$ cat config.mk
export PLATFORM = sky130hd
export DESIGN_NAME = clk_select_ctrl
export DESIGN_NICKNAME = d
export VERILOG_FILES = /design/src/rtl/clk_select_pkg.sv /design/src/rtl/clk_select_ctrl.sv
export VERILOG_INCLUDE_DIRS = /design/src /design/src/rtl
export SDC_FILE = /design/constraint.sdc
export NUM_CORES = 1
export LEC_CHECK = 0
export BUFFER_PORTS_ARGS = -buffer_cell sky130_fd_sc_hd__buf_2
export CAP_MARGIN = 20
export CORE_MARGIN = 5
export CORE_UTILIZATION = 35
export CTS_BUF_LIST = sky130_fd_sc_hd__clkbuf_8
export DETAILED_ROUTE_END_ITERATION = 12
export PLACE_DENSITY = 0.52
export SYNTH_ARGS = -nofsm -noshare
export SYNTH_HDL_FRONTEND = slang
export SYNTH_SLANG_ARGS = --single-unit
$ cat constraint.sdc
create_clock -name i_clk_sys -period 5.6 [get_ports i_clk_sys]
set_input_delay 0.56 -clock i_clk_sys [delete_from_list [all_inputs] [get_ports i_clk_sys]]
set_output_delay 0.56 -clock i_clk_sys [all_outputs]
set_load 0.02 [all_outputs]
$ cat src/rtl/clk_select_defs.svh
`ifndef CLK_SELECT_DEFS_SVH
`define CLK_SELECT_DEFS_SVH

// Register map of the oscillator control register
`define OSC_CTRL_OFFSET 8'h00
`define IDLE_EN_BIT 7
`define START_FLAG_BIT 3
`define SCS_MSB 1
`define SCS_LSB 0
`define OSC_CTRL_RESET 8'h00
`define RDATA_RESET 8'h00
`define RDATA_UNMAPPED 8'h00
`define RDATA_UNUSED_MASK 8'h74

// Source select encodings
`define SCS_DEFAULT 2'h0
`define SCS_SECONDARY 2'h1
`define SCS_PRIMARY 2'h2
`define SCS_INTERNAL 2'h3

// Oscillator mode configuration encodings
`define MODE_HS 2'h0
`define MODE_HS_MUL 2'h1
`define MODE_EC 2'h2
`define MODE_EC_MUL 2'h3

// Timing counts, in ticks of the named source
`define OST_TICKS 11'h400
`define SW_OLD_TICKS 2'h2
`define SW_NEW_TICKS 2'h3

`endif

$ cat src/rtl/clk_select_pkg.sv
package clk_select_pkg;

   // Sequencer states
   typedef enum logic [5:0] {
      st_power_up = 6'b000001,
      st_cfg_load = 6'b000010,
      st_start_wait = 6'b000100,
      st_run = 6'b001000,
      st_sw_old = 6'b010000,
      st_sw_new = 6'b100000
   } seq_state_e;

   // Clock sources
   typedef enum logic [2:0] {
      src_primary = 3'b001,
      src_secondary = 3'b010,
      src_internal = 3'b100
   } clk_src_e;

   // Power modes of the core
   typedef enum logic [2:0] {
      pm_run = 3'b001,
      pm_idle = 3'b010,
      pm_sleep = 3'b100
   } power_mode_e;

endpackage

$ cat src/rtl/clk_select_ctrl.sv
`timescale 1ns/100ps
`include "clk_select_defs.svh"
// Operation
// - Any reset clears the source select field to 00.
// - With reset default config 1, select 00 routes the primary oscillator.
// - With reset default config 0, select 00 routes the internal RC oscillator.
// - Internal RC clocks the device until configuration is loaded, then source chosen.
// - Source switch is glitch-free: two old ticks, then new ticks, clock paused.
// - Select field bits 1:0; 11 internal, 10 primary, 01 secondary.
// - Idle enable bit 7 resets 0; halt enters Idle if set, else Sleep.
// - Start flag bit 3 reads 1 once start-up timer expired and primary runs.
// - Start flag resets 0 with crystal mode plus two-speed start or with internal reset default, else 1.
// - Bits 6 to 4 and bit 2 ignore writes and read zero.
// - Primary runs in primary idle; other power-managed modes stop it.
// - Secondary clocks secondary modes; may run anywhere for timers 1 or 3.
// - Internal Internal_osc_run_mode and idle modes use the 31 kHz internal oscillator.
// - Sleep stops all sources except those enabled for sleep features.
// - Internal RC keeps running while the watchdog is enabled, also in Sleep.
// - Power-up timer always holds the device in reset after power-up.
// - Crystal modes count 1024 primary ticks before the primary clocks; on wake from Sleep the primary clocks at once while the timer recounts.
// - In external clock modes the clock/4 pin is held low in Sleep.
// - Idle bit gates the core clock; select field picks the source.
// - Run and Idle use any source; Sleep uses none.
// - Halt follows the idle bit value at the moment it executes.
// - Secondary select ignored unless secondary oscillator is enabled.
// - Secondary active flag set while secondary clocks; none means internal RC, or primary after a crystal wake from Sleep until recount.
module clk_select_ctrl
   import clk_select_pkg::*;
#(
   parameter int ADDR_W = 8,
   parameter int POWER_UP_TIMER_W = 12,
   parameter logic [POWER_UP_TIMER_W-1:0] POWER_UP_CYCLES = 12'h400
) (
   input wire logic i_clk_sys,
   input wire logic i_reset_n,
   input wire logic [ADDR_W-1:0] i_addr,
   input wire logic [7:0] i_wdata,
   input wire logic i_wr,
   input wire logic i_rd,
   input wire logic i_cfg_loaded,
   input wire logic i_reset_source_default_cfg,
   input wire logic [1:0] i_oscillator_mode_cfg,
   input wire logic i_two_speed_cfg,
   input wire logic i_watchdog_enable,
   input wire logic i_secondary_osc_enable,
   input wire logic i_sec_osc_ready,
   input wire logic i_sec_timer_sleep,
   input wire logic i_pri_tick,
   input wire logic i_sec_tick,
   input wire logic i_rc_tick,
   input wire logic i_halt,
   input wire logic i_wake,
   output logic [7:0] o_rdata,
   output logic o_pri_osc_en,
   output logic o_sec_osc_en,
   output logic o_rc_osc_en,
   output logic [2:0] o_src_sel,
   output logic o_clk_pause,
   output logic o_core_clk_en,
   output logic o_periph_clk_en,
   output logic o_dev_reset_hold,
   output logic o_osc_out_div4,
   output logic o_secondary_clock_active_flag,
   output logic [2:0] o_power_mode
);

   seq_state_e state;
   seq_state_e next_state;
   clk_src_e cur_src;
   clk_src_e tgt_src;
   power_mode_e pm;
   logic [1:0] clock_source_select;
   logic idle_on_halt_enable;
   logic cfg_default_pri;
   logic [1:0] cfg_mode;
   logic cfg_two_speed;
   logic [POWER_UP_TIMER_W-1:0] power_up_timer_cnt;
   logic [10:0] ost_cnt;
   logic ost_done;
   logic [1:0] sw_cnt;
   logic [1:0] div_cnt;
   logic primary_start_done_flag;
   logic crystal_mode;
   logic ext_clock_mode;
   logic src_ready;
   logic old_tick;
   logic new_tick;
   logic pri_needed;

   // Maps a select value to a source; 00 follows the reset default config
   function automatic clk_src_e src_decode(input logic [1:0] sel, input logic dflt_pri);
      clk_src_e s;
      s = src_internal;
      if (sel == `SCS_PRIMARY) begin
         s = src_primary;
      end else if (sel == `SCS_SECONDARY) begin
         s = src_secondary;
      end else if (sel == `SCS_DEFAULT) begin
         s = dflt_pri ? src_primary : src_internal;
      end
      return s;
   endfunction

   // Tick of a given source, used for both sides of a switch
   function automatic logic src_tick(input clk_src_e s, input logic tp, input logic ts,
                                     input logic tr);
      logic t;
      t = tr;
      if (s == src_primary) begin
         t = tp;
      end else if (s == src_secondary) begin
         t = ts;
      end
      return t;
   endfunction

   assign crystal_mode = (cfg_mode == `MODE_HS) || (cfg_mode == `MODE_HS_MUL);
   assign ext_clock_mode = (cfg_mode == `MODE_EC) || (cfg_mode == `MODE_EC_MUL);
   assign old_tick = src_tick(cur_src, i_pri_tick, i_sec_tick, i_rc_tick);
   assign new_tick = src_tick(tgt_src, i_pri_tick, i_sec_tick, i_rc_tick);

   // Requested source; secondary request without its enable keeps the current one
   always_comb begin
      tgt_src = src_decode(clock_source_select, cfg_default_pri);
      if (tgt_src == src_secondary && !i_secondary_osc_enable) begin
         tgt_src = cur_src;
      end
   end

   // New source readiness; a slow source keeps the old one clocking meanwhile
   always_comb begin
      src_ready = 1'b1;
      if (tgt_src == src_primary) begin
         src_ready = ost_done;
      end else if (tgt_src == src_secondary) begin
         src_ready = i_sec_osc_ready;
      end
   end

   // Control register writes; only bit 7 and bits 1:0 are writable
   always_ff @(posedge i_clk_sys or negedge i_reset_n) begin
      if (!i_reset_n) begin
         clock_source_select <= `SCS_DEFAULT;
         idle_on_halt_enable <= 1'b0;
      end else if (i_wr && i_addr == `OSC_CTRL_OFFSET) begin
         clock_source_select <= i_wdata[`SCS_MSB:`SCS_LSB];
         idle_on_halt_enable <= i_wdata[`IDLE_EN_BIT];
      end
   end

   // Read data stands in the cycle after the strobe only
   always_ff @(posedge i_clk_sys or negedge i_reset_n) begin
      if (!i_reset_n) begin
         o_rdata <= `RDATA_RESET;
      end else if (i_rd && i_addr == `OSC_CTRL_OFFSET) begin
         o_rdata <= `OSC_CTRL_RESET;
         o_rdata[`IDLE_EN_BIT] <= idle_on_halt_enable;
         o_rdata[`START_FLAG_BIT] <= primary_start_done_flag;
         o_rdata[`SCS_MSB:`SCS_LSB] <= clock_source_select;
      end else begin
         o_rdata <= `RDATA_UNMAPPED;
      end
   end

   // Configuration is captured once loaded, never under reset
   always_ff @(posedge i_clk_sys or negedge i_reset_n) begin
      if (!i_reset_n) begin
         cfg_default_pri <= 1'b1;
         cfg_mode <= `MODE_HS;
         cfg_two_speed <= 1'b0;
      end else if (state == st_cfg_load && i_cfg_loaded) begin
         cfg_default_pri <= i_reset_source_default_cfg;
         cfg_mode <= i_oscillator_mode_cfg;
         cfg_two_speed <= i_two_speed_cfg;
      end
   end

   // Power-up timer on the system clock
   always_ff @(posedge i_clk_sys or negedge i_reset_n) begin
      if (!i_reset_n) begin
         power_up_timer_cnt <= '0;
      end else if (state == st_power_up) begin
         power_up_timer_cnt <= power_up_timer_cnt + 1'b1;
      end
   end

   // Start-up timer counts primary ticks; external clocks need no wait
   always_ff @(posedge i_clk_sys or negedge i_reset_n) begin
      if (!i_reset_n) begin
         ost_cnt <= '0;
         ost_done <= 1'b0;
      end else if (!pri_needed) begin
         ost_cnt <= '0;
         ost_done <= 1'b0;
      end else if (ext_clock_mode) begin
         ost_done <= 1'b1;
      end else if (!ost_done && i_pri_tick) begin
         ost_cnt <= ost_cnt + 1'b1;
         ost_done <= (ost_cnt == `OST_TICKS - 11'h001);
      end
   end

   // Primary wanted while selected, being switched to, or idling on it
   assign pri_needed = (state != st_power_up) && (state != st_cfg_load) &&
      (pm != pm_sleep) && (cur_src == src_primary || tgt_src == src_primary);

   // Sequencer next state
   always_comb begin
      next_state = state;
      case (state)
         st_power_up: begin
            if (power_up_timer_cnt == POWER_UP_CYCLES) begin
               next_state = st_cfg_load;
            end
         end
         st_cfg_load: begin
            if (i_cfg_loaded) begin
               next_state = st_start_wait;
            end
         end
         st_start_wait: begin
            // Without two-speed start the device waits for the crystal in reset
            if (cur_src != src_primary || !crystal_mode || cfg_two_speed || ost_done) begin
               next_state = st_run;
            end
         end
         st_run: begin
            if (tgt_src != cur_src && src_ready && pm != pm_sleep) begin
               next_state = st_sw_old;
            end
         end
         st_sw_old: begin
            if (old_tick && sw_cnt == `SW_OLD_TICKS - 2'h1) begin
               next_state = st_sw_new;
            end
         end
         st_sw_new: begin
            if (new_tick && sw_cnt == `SW_NEW_TICKS - 2'h1) begin
               next_state = st_run;
            end
         end
         default: next_state = st_power_up;
      endcase
   end

   // Sequencer register
   always_ff @(posedge i_clk_sys or negedge i_reset_n) begin
      if (!i_reset_n) begin
         state <= st_power_up;
      end else begin
         state <= next_state;
      end
   end

   // Pause tick counter, restarted at each phase boundary
   always_ff @(posedge i_clk_sys or negedge i_reset_n) begin
      if (!i_reset_n) begin
         sw_cnt <= '0;
      end else if (next_state != state) begin
         sw_cnt <= '0;
      end else if ((state == st_sw_old && old_tick) || (state == st_sw_new && new_tick)) begin
         sw_cnt <= sw_cnt + 2'h1;
      end
   end

   // Current source; internal RC until configuration is in place
   always_ff @(posedge i_clk_sys or negedge i_reset_n) begin
      if (!i_reset_n) begin
         cur_src <= src_internal;
      end else if (state == st_cfg_load && i_cfg_loaded) begin
         cur_src <= src_decode(clock_source_select, i_reset_source_default_cfg);
      end else if (state == st_start_wait && cur_src == src_primary && crystal_mode &&
                   cfg_two_speed && !ost_done) begin
         cur_src <= src_internal; // Two-speed start runs on RC first
      end else if (state == st_sw_new && next_state == st_run) begin
         cur_src <= tgt_src;
      end
   end

   // Power mode: halt samples the idle bit at that very cycle
   always_ff @(posedge i_clk_sys or negedge i_reset_n) begin
      if (!i_reset_n) begin
         pm <= pm_run;
      end else if (pm == pm_run && i_halt && state == st_run) begin
         pm <= idle_on_halt_enable ? pm_idle : pm_sleep;
      end else if (pm != pm_run && i_wake) begin
         pm <= pm_run;
      end
   end

   // Start flag: primary clocking after timer expiry, cleared in Sleep
   assign primary_start_done_flag = (cur_src == src_primary) && ost_done &&
      (state != st_start_wait) && (pm != pm_sleep);

   // Oscillator enables; Sleep keeps only what sleep features need
   always_ff @(posedge i_clk_sys or negedge i_reset_n) begin
      if (!i_reset_n) begin
         o_pri_osc_en <= 1'b0;
         o_sec_osc_en <= 1'b0;
         o_rc_osc_en <= 1'b1;
      end else begin
         o_pri_osc_en <= pri_needed;
         o_sec_osc_en <= i_secondary_osc_enable &&
            (pm != pm_sleep || i_sec_timer_sleep);
         o_rc_osc_en <= i_watchdog_enable || state == st_power_up ||
            state == st_cfg_load || (pm != pm_sleep &&
            (cur_src == src_internal || tgt_src == src_internal));
      end
   end

   // Clock gating: idle stops the core only, sleep stops everything
   always_ff @(posedge i_clk_sys or negedge i_reset_n) begin
      if (!i_reset_n) begin
         o_src_sel <= src_internal;
         o_clk_pause <= 1'b0;
         o_core_clk_en <= 1'b0;
         o_periph_clk_en <= 1'b0;
         o_dev_reset_hold <= 1'b1;
         o_power_mode <= pm_run;
         o_secondary_clock_active_flag <= 1'b0;
      end else begin
         o_src_sel <= (pm == pm_sleep) ? 3'h0 : cur_src;
         o_clk_pause <= (state == st_sw_old || state == st_sw_new);
         o_core_clk_en <= (state == st_run) && (pm == pm_run);
         o_periph_clk_en <= (state == st_run) && (pm != pm_sleep);
         o_dev_reset_hold <= (state == st_power_up || state == st_cfg_load ||
            state == st_start_wait);
         o_power_mode <= pm;
         o_secondary_clock_active_flag <= (cur_src == src_secondary) &&
            (pm != pm_sleep) && (state == st_run);
      end
   end

   // Clock/4 output exists in external clock modes only and stops low in Sleep
   always_ff @(posedge i_clk_sys or negedge i_reset_n) begin
      if (!i_reset_n) begin
         div_cnt <= '0;
         o_osc_out_div4 <= 1'b0;
      end else if (pm == pm_sleep || !ext_clock_mode) begin
         div_cnt <= '0;
         o_osc_out_div4 <= 1'b0;
      end else if (i_pri_tick) begin
         div_cnt <= div_cnt + 2'h1;
         o_osc_out_div4 <= div_cnt[1];
      end
   end

   // Checks kept next to the logic they guard
   unused_bits_zero_a: assert property (
      @(posedge i_clk_sys) disable iff (!i_reset_n)
      i_rd |=> ((o_rdata & `RDATA_UNUSED_MASK) == `RDATA_RESET))
      else $error("unimplemented bits read nonzero");
   halt_mode_select_a: assert property (
      @(posedge i_clk_sys) disable iff (!i_reset_n)
      (pm == pm_run && i_halt && state == st_run) |=>
      pm == ($past(idle_on_halt_enable) ? pm_idle : pm_sleep))
      else $error("halt entered the wrong power mode");

   sleep_sources_off_a: assert property (
      @(posedge i_clk_sys) disable iff (!i_reset_n)
      (pm == pm_sleep && !i_watchdog_enable && !i_sec_timer_sleep) ##1
      (pm == pm_sleep) |-> (!o_pri_osc_en && !o_rc_osc_en && !o_sec_osc_en))
      else $error("source running during sleep");

   watchdog_rc_on_a: assert property (
      @(posedge i_clk_sys) disable iff (!i_reset_n)
      i_watchdog_enable |=> o_rc_osc_en)
      else $error("internal rc stopped with watchdog enabled");

   switch_pause_held_a: assert property (
      @(posedge i_clk_sys) disable iff (!i_reset_n)
      (state == st_run && next_state == st_sw_old) |=> ##1 o_clk_pause && !o_core_clk_en)
      else $error("no pause during source switch");
   switch_old_ticks_a: assert property (
      @(posedge i_clk_sys) disable iff (!i_reset_n)
      (state == st_sw_new && $past(state) == st_sw_old) |->
      ($past(old_tick) && $past(sw_cnt) == `SW_OLD_TICKS - 2'h1))
      else $error("old phase left early");

   secondary_ignored_a: assert property (
      @(posedge i_clk_sys) disable iff (!i_reset_n)
      (cur_src != src_secondary && !i_secondary_osc_enable) |=> cur_src != src_secondary)
      else $error("secondary entered while disabled");
   start_timer_count_a: assert property (
      @(posedge i_clk_sys) disable iff (!i_reset_n)
      ($rose(ost_done) && crystal_mode) |-> $past(ost_cnt) == `OST_TICKS - 11'h001)
      else $error("start-up timer ended at wrong count");

   div4_low_sleep_a: assert property (
      @(posedge i_clk_sys) disable iff (!i_reset_n)
      (pm == pm_sleep) |=> !o_osc_out_div4)
      else $error("clock/4 output active in sleep");
   default_source_a: assert property (
      @(posedge i_clk_sys) disable iff (!i_reset_n)
      (state == st_cfg_load && i_cfg_loaded && !i_reset_source_default_cfg &&
      clock_source_select == `SCS_DEFAULT) |=> cur_src == src_internal)
      else $error("select 00 did not pick internal rc");

endmodule

After elaboration in Yosys (flattened, before gate mapping)
Cells that the tools add are included.

Output and inout bits: 23. Register bits after elaboration: 70. Input port bits: 34. Logic and storage cells: 166.

Reduce and logical (&&, ||, !) cells: 59. Equality and inequality tests: 36. Add/subtract/negate cells: 4. Muxes and demuxes: 42.

Operators with widths (count): 3-bit two-way mux (16); 6-bit two-way mux (6); 6-bit one-hot mux with 6 select lines (1); 11-bit two-way mux (3); 1-bit logical AND (31); 1-bit logical OR (16); 12-bit by 1-bit adder with 12-bit output (second input constant) (1); 12-bit by 11-bit == test with 1-bit output (second input constant) (1); 6-bit by 4-bit == test with 1-bit output (second input constant) (2); 11-bit by 1-bit adder with 11-bit output (second input constant) (1); 11-bit by 10-bit == test with 1-bit output (second input constant) (1); 1-bit two-way mux (11); 3-bit by 1-bit == test with 1-bit output (second input constant) (3); 3-bit by 2-bit == test with 1-bit output (second input constant) (3); 3-bit == test (second input constant) (3); 2-bit == test (second input constant) (4); 8-bit zero test (1); 2-bit two-way mux (4); 8-bit two-way mux (1); 2-bit by 1-bit == test with 1-bit output (second input constant) (3); 6-bit by 1-bit == test with 1-bit output (second input constant) (1); 6-bit by 2-bit == test with 1-bit output (second input constant) (1); 6-bit by 3-bit == test with 1-bit output (second input constant) (1); 6-bit by 5-bit == test with 1-bit output (second input constant) (1); 17 further kinds (25).

Longest topological paths before layout
Gate-level depths: netlist (run 1).

Word-level depth: 19. Depth in mapped cells: 8. Mapped depth without buffers: 8.

Least setup slack after synthesis (run 1)
Ideal clock, no wire load.

Path type: input port to flip-flop. Start: input i_pri_tick. End: register sw_cnt[1]. Buffers on the path: 1. Setup slack: 3.652 ns. Stages: 7. Data required time: 5.520 ns. Data arrival time: 1.867 ns. Library setup time: 0.080 ns. Path through: clkbuf_1 nor2_1 nand4_1 a31o_2 a31oi_1 mux2_2 nor3_2.

Cells in the longest elaborated chain, start to end: 6. Elaborated cells between the ends (all ways): 13. Those cells by class: eq/ne (1); mux (6); reduce/logical (6).

Ends and longest elaborated chain: start: declaration (RTL line clk_select_ctrl.sv:48) `input wire logic i_pri_tick,`; 1-bit two-way mux (RTL line clk_select_ctrl.sv:109) `if (s == src_primary) begin`; 1-bit logical AND, on equally long branches (RTL line clk_select_ctrl.sv:238, clk_select_ctrl.sv:233); 6-bit two-way mux, on equally long branches (RTL line clk_select_ctrl.sv:238, clk_select_ctrl.sv:233); 6-bit one-hot mux with 6 select lines (RTL line clk_select_ctrl.sv:210) `case (state)`; 6-bit != test (RTL line clk_select_ctrl.sv:259) `end else if (next_state != state) begin`; 2-bit two-way mux / 2-bit nonzero test (equally long branches); end signal: assignment (RTL line clk_select_ctrl.sv:262) `sw_cnt <= sw_cnt + 2'h1;`; end: declaration (RTL line clk_select_ctrl.sv:80) `logic [1:0] sw_cnt;`.

Parallel ways exist; a longest one is shown, timed or not. A chain may end at the register's enable or synchronous reset.

Final worst setup path (run 1)
Start: register clock_source_select[0]. End: register sw_cnt[1].

Cells in the longest elaborated chain, start to end: 16. Elaborated cells between the ends (all ways): 27. Those cells by class: eq/ne (7); mux (12); reduce/logical (8).

Ends and longest elaborated chain: start: declaration (RTL line clk_select_ctrl.sv:72) `logic [1:0] clock_source_select;`; start signal: assignment (RTL line clk_select_ctrl.sv:143) `` clock_source_select <= `SCS_DEFAULT; ``; start signal: assignment (RTL line clk_select_ctrl.sv:146) `` clock_source_select <= i_wdata[`SCS_MSB:`SCS_LSB]; ``; 2-bit zero test (no source line); 3-bit two-way mux (RTL line clk_select_ctrl.sv:98) `` end else if (sel == `SCS_DEFAULT) begin ``; 3-bit two-way mux (RTL line clk_select_ctrl.sv:96) `` end else if (sel == `SCS_SECONDARY) begin ``; 3-bit two-way mux * (RTL line clk_select_ctrl.sv:94) `` if (sel == `SCS_PRIMARY) begin ``; 3-bit by 2-bit == test with 1-bit output (RTL line clk_select_ctrl.sv:125) `if (tgt_src == src_secondary && !i_secondary_osc_enable) begin`; 1-bit logical AND (RTL line clk_select_ctrl.sv:125); 3-bit two-way mux * (RTL line clk_select_ctrl.sv:125); 3-bit by 2-bit == test with 1-bit output (RTL line clk_select_ctrl.sv:111, clk_select_ctrl.sv:135); 1-bit two-way mux (RTL line clk_select_ctrl.sv:135) `end else if (tgt_src == src_secondary) begin`; 1-bit two-way mux (RTL line clk_select_ctrl.sv:133) `if (tgt_src == src_primary) begin`; 1-bit logical AND (2 in a row) (RTL line clk_select_ctrl.sv:228) `if (tgt_src != cur_src && src_ready && pm != pm_sleep) begin`; 6-bit two-way mux (RTL line clk_select_ctrl.sv:228); 6-bit one-hot mux with 6 select lines (RTL line clk_select_ctrl.sv:210); 6-bit != test (RTL line clk_select_ctrl.sv:259); 2-bit two-way mux / 2-bit nonzero test (equally long branches).

Mark *: on every way between the ends. The rest lies on a longest branch, timed or not.

==> metrics.txt, run 1 <==
Port Buffers 46; Mapped Avg Cell Area 10.0 sq um; peak supply drop 0.107 mV; cell accounting for the most synthesized area dfrtp_1; CP max FO 18; ys flop type dfrtp_1; critical path type reg -> reg; post-synthesis mux area share 3.49%; fraction of layout cells with a size suffix above 1 22.9%; CP max-delay cell dfrtp_1; status finished clean; Storage cell area 1640 sq um; detailed-route DRC error count 0; Clock Skews 0.00655 ns; worst reg-to-reg setup slack 3.20 ns; PwrDens 224 nW/um^2; clk sinks 65; CTS clock-pin slew for the worst setup and hold paths 0.07 ns; Tot Pwr 864 uW; Skew-Pair Late Insertion Delay 0.35 ns; synth top area cells dfrtp_1 (42%), dfstp_2 (6.2%), xnor2_1 (4.4%); row count 36; Synth Area in XOR/XNOR 6.69%; post_cts resized 0; Period Utilization, post-route 42.8%; Antenna Nets Post-Route 0; Via density 4.86; wire per inst 14.2 um; Starting Density 35.3%; setup TNS 0 ns; Worst setup SP type flip-flop; Least-Margin Pin Slew 0.980 ns; Worst Hold Class reg -> reg; starting DRC count in detailed routing 74; number of global-route vias before repair 2484; ys async rst share 100%; RePlAce Congestion 0.768; post-synth design cell area 3400 sq um; Top Usage Layer GRT met2; Initial DRT Pass Iterations 4; CTS Buf Count 9; setup repair bufs after CTS 0; Syn Inst Count 339; FF+latch count, synth 65; hold buffer count at cts 0; unrepaired setup endpoints after global routing no; CP Cell Sequence nor2b_1 -> a21oi_1 -> a31o_2 -> a31oi_1 -> mux2_2 -> nor3_2; Die ar. 11800 sq um; first-pass GRT wire length 12600 um; final WL 7370 um; GR Overflow Total 0; largest family of logic cells by synthesized area simple AND/OR/NAND/NOR gates; Die W 109 um; GRT met1 Usage 19.6%; Worst EP arrival 2.67 ns; Adder-Cell Fraction of Synth Area 1.84%; met2 Use GR 19.9%; Setup violations, final 0; Max Freq 0.418 GHz; max_slew headroom 34.4%; # IOs 57; cell with the most instances after synthesis dfrtp_1; # diodes 0; Final Hold Viols 0; H-Tree Level Count 3; Req. time, crit path 5.87 ns; multi-input logic area 1580 sq um; slowest stage delay, CP 0.65 ns; Post-Synth Simple-Gate Area 23.0%; LEAKAGE 0.00178 uW; Clock Path Buffers 2; Final Slew Violations 0; final net count 419; initial antenna violation count 0; Max Cap Viol 0; Die Ht 109 um; Vias 2516; Yosys top cell area share 41.9%; endpoint kind of the worst setup timing path flip-flop; met3 usage 2.78%; CTS tree built; Ys Warns 0; register area share after synthesis 48.1%; commonest cells in the synthesized netlist dfrtp_1 (57), nor2_1 (34), nand2_1 (23), inv_1 (18), xnor2_1 (17); complex-gate fraction of the synthesized area 10.9%; largest net degree at the start of global routing 66; Synth cell types 60; Fillers 1009; EDFF count, synth 0; Core Region 9640 sq um; CTS Root Cell clkbuf_8; total track usage 13.8%; Final HPWL DP 5250 um; Tmin final 2.40 ns; area grow syn2layout 13.3%
==> through the flow <==
stage                     area (sq um)  hold slack, ns  worst slack, ns  instances  utilization [%]
after floorplan                   3420           0.264             3.65        342                -
after detailed placement          3690           0.364             3.24        502             38.3
after CTS                         3860           0.379             3.22        518             40.0
final                             3860           0.377             3.20        518             40.0
after global placement            3690           0.364             3.26        502             38.3
after global routing              3860           0.394             3.01        518             40.0
==> metal layers <==
layer  routed length [um]  vias up
met4                  167        0
met5                    0        -
met2                 3430       34
li1                     -     1268
met3                  208       12
met1                 3570     1202
==> registers in the layout (all words and copies together) (netlist names), 3 cells and up <==
| register | count |
|---|---|
| cur_src | 3 |
| o_power_mode | 3 |
| o_rdata | 4 |
| o_src_sel | 3 |
| ost_cnt | 11 |
| pm | 3 |
| power_up_timer_cnt | 12 |
| state | 6 |
==> kinds of logic after synthesis <==
kind of cell | Yosys count
adder cells (fa/ha/maj) | 5
buffers and inverters | 38
AO/OA/AOI/OAI | 52
AND/OR/NAND/NOR | 141
other | 1
flip-flops | 65
multiplexers | 11
XOR/XNOR | 26
==> layout by cell type (no fill, tap or decap), types with 2 or more instances in the layout <==
cell and count:
or4_1 2, buf_2 46, dfstp_2 8, clkbuf_8 11, and3b_1 3, xnor2_1 17
a211oi_1 4, mux2i_1 4, a31oi_1 5, mux2_2 7, o211ai_1 4, nor2b_1 4
nor3b_1 3, a221oi_1 2, or3_1 4, nor4b_1 3, xor2_1 9, nand2b_1 5
nand3_1 12, conb_1 4, and4_1 4, ha_1 5, inv_1 23, and3_1 4
nor2_1 34, o22ai_1 3, dfrtp_1 57, and2_1 5, nand2_1 23, nor3_1 14
or4_4 2, o21bai_1 2, a21oi_1 8, nand4_1 10, o21ai_0 10
==> critical path, delay by kind of cell (launching register included) <==
| family | cells | cell delay, ns |
|---|---|---|
| AOI/OAI and AO/OA | 3 | 0.74 |
| DFF | 1 | 0.65 |
| muxes | 1 | 0.38 |
| and+or+nand+nor | 2 | 0.55 |
==> area by class of cell <==
type | count | area share [%]
multi-input cells | 239 | 40.9
clock inverters | 5 | 0.487
repair buffers | 47 | 6.16
flip-flops and latches | 65 | 42.4
inverters | 18 | 1.75
well taps | 133 | 4.31
clock buffers | 11 | 3.92
==> final timing paths <==
check	startpoint	endpoint	cells after the start
max in group asynchronous	i_reset_n	ost_cnt[7]	2
min reg2reg	pm[2]	o_power_mode[2]	0
max	clock_source_select[0]	sw_cnt[1]	6
min in group asynchronous	i_reset_n	o_power_mode[2]	2
max reg2reg	clock_source_select[0]	sw_cnt[1]	6
min	pm[2]	o_power_mode[2]	0
==> power by group <==
group	switching (uW)	internal, uW	total (uW)
logic	25.3	14.8	40.0
clock network	173	177	350
registers	3.28	471	474
Power figures use the tool's default switching activity.
==> inputs of run 2 (changes only) <==
==> constraint.sdc (replaced) <==
create_clock -name i_clk_sys -period 2.3 [get_ports i_clk_sys]
set_input_delay 0.23 -clock i_clk_sys [delete_from_list [all_inputs] [get_ports i_clk_sys]]
set_output_delay 0.23 -clock i_clk_sys [all_outputs]
set_load 0.02 [all_outputs]
==> metrics.txt, run 2 (synthesized netlist as in run 1, its figures left out) <==
H-Tree Level Count 3 (unchanged); initial antenna violation count 0 (unchanged); Antenna Nets Post-Route 0 (unchanged); Clock power frac 43.1% (+2.6 points); setup TNS 0 ns (unchanged); WHS Path Cells 2 (+2); min-delay src i_wake; area grow syn2layout 17.2%; largest net degree at the start of global routing 41 (-38%); multi-input logic area 1580 sq um (unchanged); status finished clean; worst r2r src state[1]; Worst Hold Class in -> reg; Skew-Pair Late Insertion Delay 0.35 ns (about the same); Max Cap Viol 0 (unchanged); Req. time, crit path 2.52 ns (-3.35 ns); max reg flops 12 (unchanged); Die Ht 109 um (unchanged); row count 36 (unchanged); # diodes 0 (unchanged); Setup violations, final 0 (unchanged); share of total power in sequential cells 51.8% (-3.1 points); max_slew headroom 58.6% (+24 points); Logic pwr share 5.1% (+0.5 points); Top Registers power_up_timer_cnt x12, ost_cnt x11, state x6; total track usage 14.2% (+0.44 points); first-pass GRT wire length 12800 um (+2.1%); Storage cell area 1640 sq um (unchanged); Port Buffers 46 (unchanged); GR Overflow Total 0 (unchanged); worst reg-to-reg setup slack 0.16 ns (-3.04 ns); Reg2Reg Capture Point sw_cnt[0]; post-layout util 41.4% (+1.4 points); Clock Path Buffers 2 (unchanged); Least-Margin Pin Slew 0.621 ns (-0.359 ns); fraction of layout cells with a size suffix above 1 25.6% (+2.8 points); Fillers 985 (-2.4%); # IOs 57 (unchanged); final net count 432 (+3.1%); Sw Share 23.2% (-0.13 points); CTS Root Cell clkbuf_8; Clock Skews 0.0133 ns (+0.00677 ns); Tmin final 2.14 ns (-0.255 ns); setup repair bufs after CTS 0 (unchanged); most common cell after layout, fill and taps aside dfrtp_1; Final HPWL DP 5570 um (+6.0%); post_cts resized 0 (unchanged); Vias 2578 (+2.5%); CTS clock-pin slew for the worst setup and hold paths 0.07 ns (about the same); RePlAce Congestion 0.814 (+6.0%); LEAKAGE 0.00185 uW (+4.3%); Via density 4.85 (about the same); unrepaired setup endpoints after global routing no; endpoint kind of the worst setup timing path flip-flop; Worst EP arrival 2.36 ns (-0.31 ns); CTS Buf Count 9 (unchanged); final WL 7540 um (+2.3%); most frequent cells in the layout dfrtp_1 (57), buf_2 (46), nor2_1 (34); Final Slew Violations 0 (unchanged); clk sinks 65 (unchanged); Final Hold Viols 0 (unchanged); Worst setup SP type flip-flop; Max Freq 0.467 GHz (+12%); wire per inst 14.2 um (-0.19%); Endpoint, Worst Hold pm[1]; hold buffer count at cts 1 (+1); PwrDens 556 nW/um^2 (+150%); Initial DRT Pass Iterations 4 (unchanged); Core Region 9640 sq um (unchanged); detailed-route DRC error count 0 (unchanged); starting DRC count in detailed routing 119 (+61%); CP max FO 9 (-9); CTS tree built; Period Utilization, post-route 93.0% (+50 points); R2R cell count 5 (-1); Die ar. 11800 sq um (unchanged); critical path type reg -> reg; number of global-route vias before repair 2589 (+4.2%); peak supply drop 0.234 mV (+120%); internal power 1700 uW (+160%); Die W 109 um (unchanged); Biggest register power_up_timer_cnt; Starting Density 35.3% (unchanged); Psw 514 uW (+160%)
==> run 2: cell count changes in the layout (fill, tap and decap cells not counted), sizes merged <==
| cell | change |
|---|---|
| buf | +12 |
| clkinv | +2 |
| inv | -2 |
| bufinv | +1 |
| clkbuf | -1 |
| dlygate4sd3 | +1 |
==> run 2: worst max-delay path: stages, from the launching register on <==
cell     delay (ns)
dfrtp_1        0.49
or4_4          0.56
nor3_1         0.26
nand4_2        0.30
a21oi_1        0.32
nor3_1         0.08
==> run 2: metrics by stage <==
step                      instance area, sq um  setup slack [ns]  power (uW)  cells  hold slack (ns)
after floorplan                           3420             0.361        1220    342          -0.0656
after global placement                    3790             0.227        1280    514            0.276
after detailed placement                  3790             0.204        1280    514            0.281
after CTS                                 3990             0.172        2260    531           0.0714
after global routing                      3990            0.0502        2320    531           0.0881
final                                     3990             0.160        2220    531           0.0939
==> run 2: cell type report <==
cell class / count / area share [%]
clock buffers: 10 / 3.45
clock inverters: 6 / 1.29
inverters: 18 / 1.69
multi-input cells: 239 / 39.6
flip-flops and latches: 65 / 41.0
well taps: 133 / 4.17
repair buffers: 60 / 8.78
==> run 2: power groups by stage <==
| stage | Combinational [uW] | Sequential, uW | Clock, uW |
|---|---|---|---|
| after floorplan | 51.4 | 1170 | 0 |
| after global placement | 112 | 1170 | 0 |
| after detailed placement | 112 | 1170 | 0 |
| after CTS | 114 | 1150 | 994 |
| after global routing | 127 | 1150 | 1050 |
| final | 113 | 1150 | 956 |
==> run 2: routing by layer <==
metal | GRT usage, % | vias up | wire, um
li1 | - | 1297 | -
met1 | 19.5 | 1231 | 3580
met2 | 21.2 | 38 | 3500
met3 | 3.08 | 12 | 269
met4 | 7.21 | 0 | 185
met5 | 0 | - | 0
==> run 2: how the worst max path moves through the flow <==
stage / startpoint / end / depth (start not counted)
floorplan: state[5] / sw_cnt[1] / 7
global placement: state[1] / cur_src[1] / 5
detailed placement: state[1] / sw_cnt[0] / 5
CTS: state[1] / sw_cnt[0] / 5
global route: state[1] / cur_src[1] / 5
finish: state[1] / sw_cnt[0] / 5
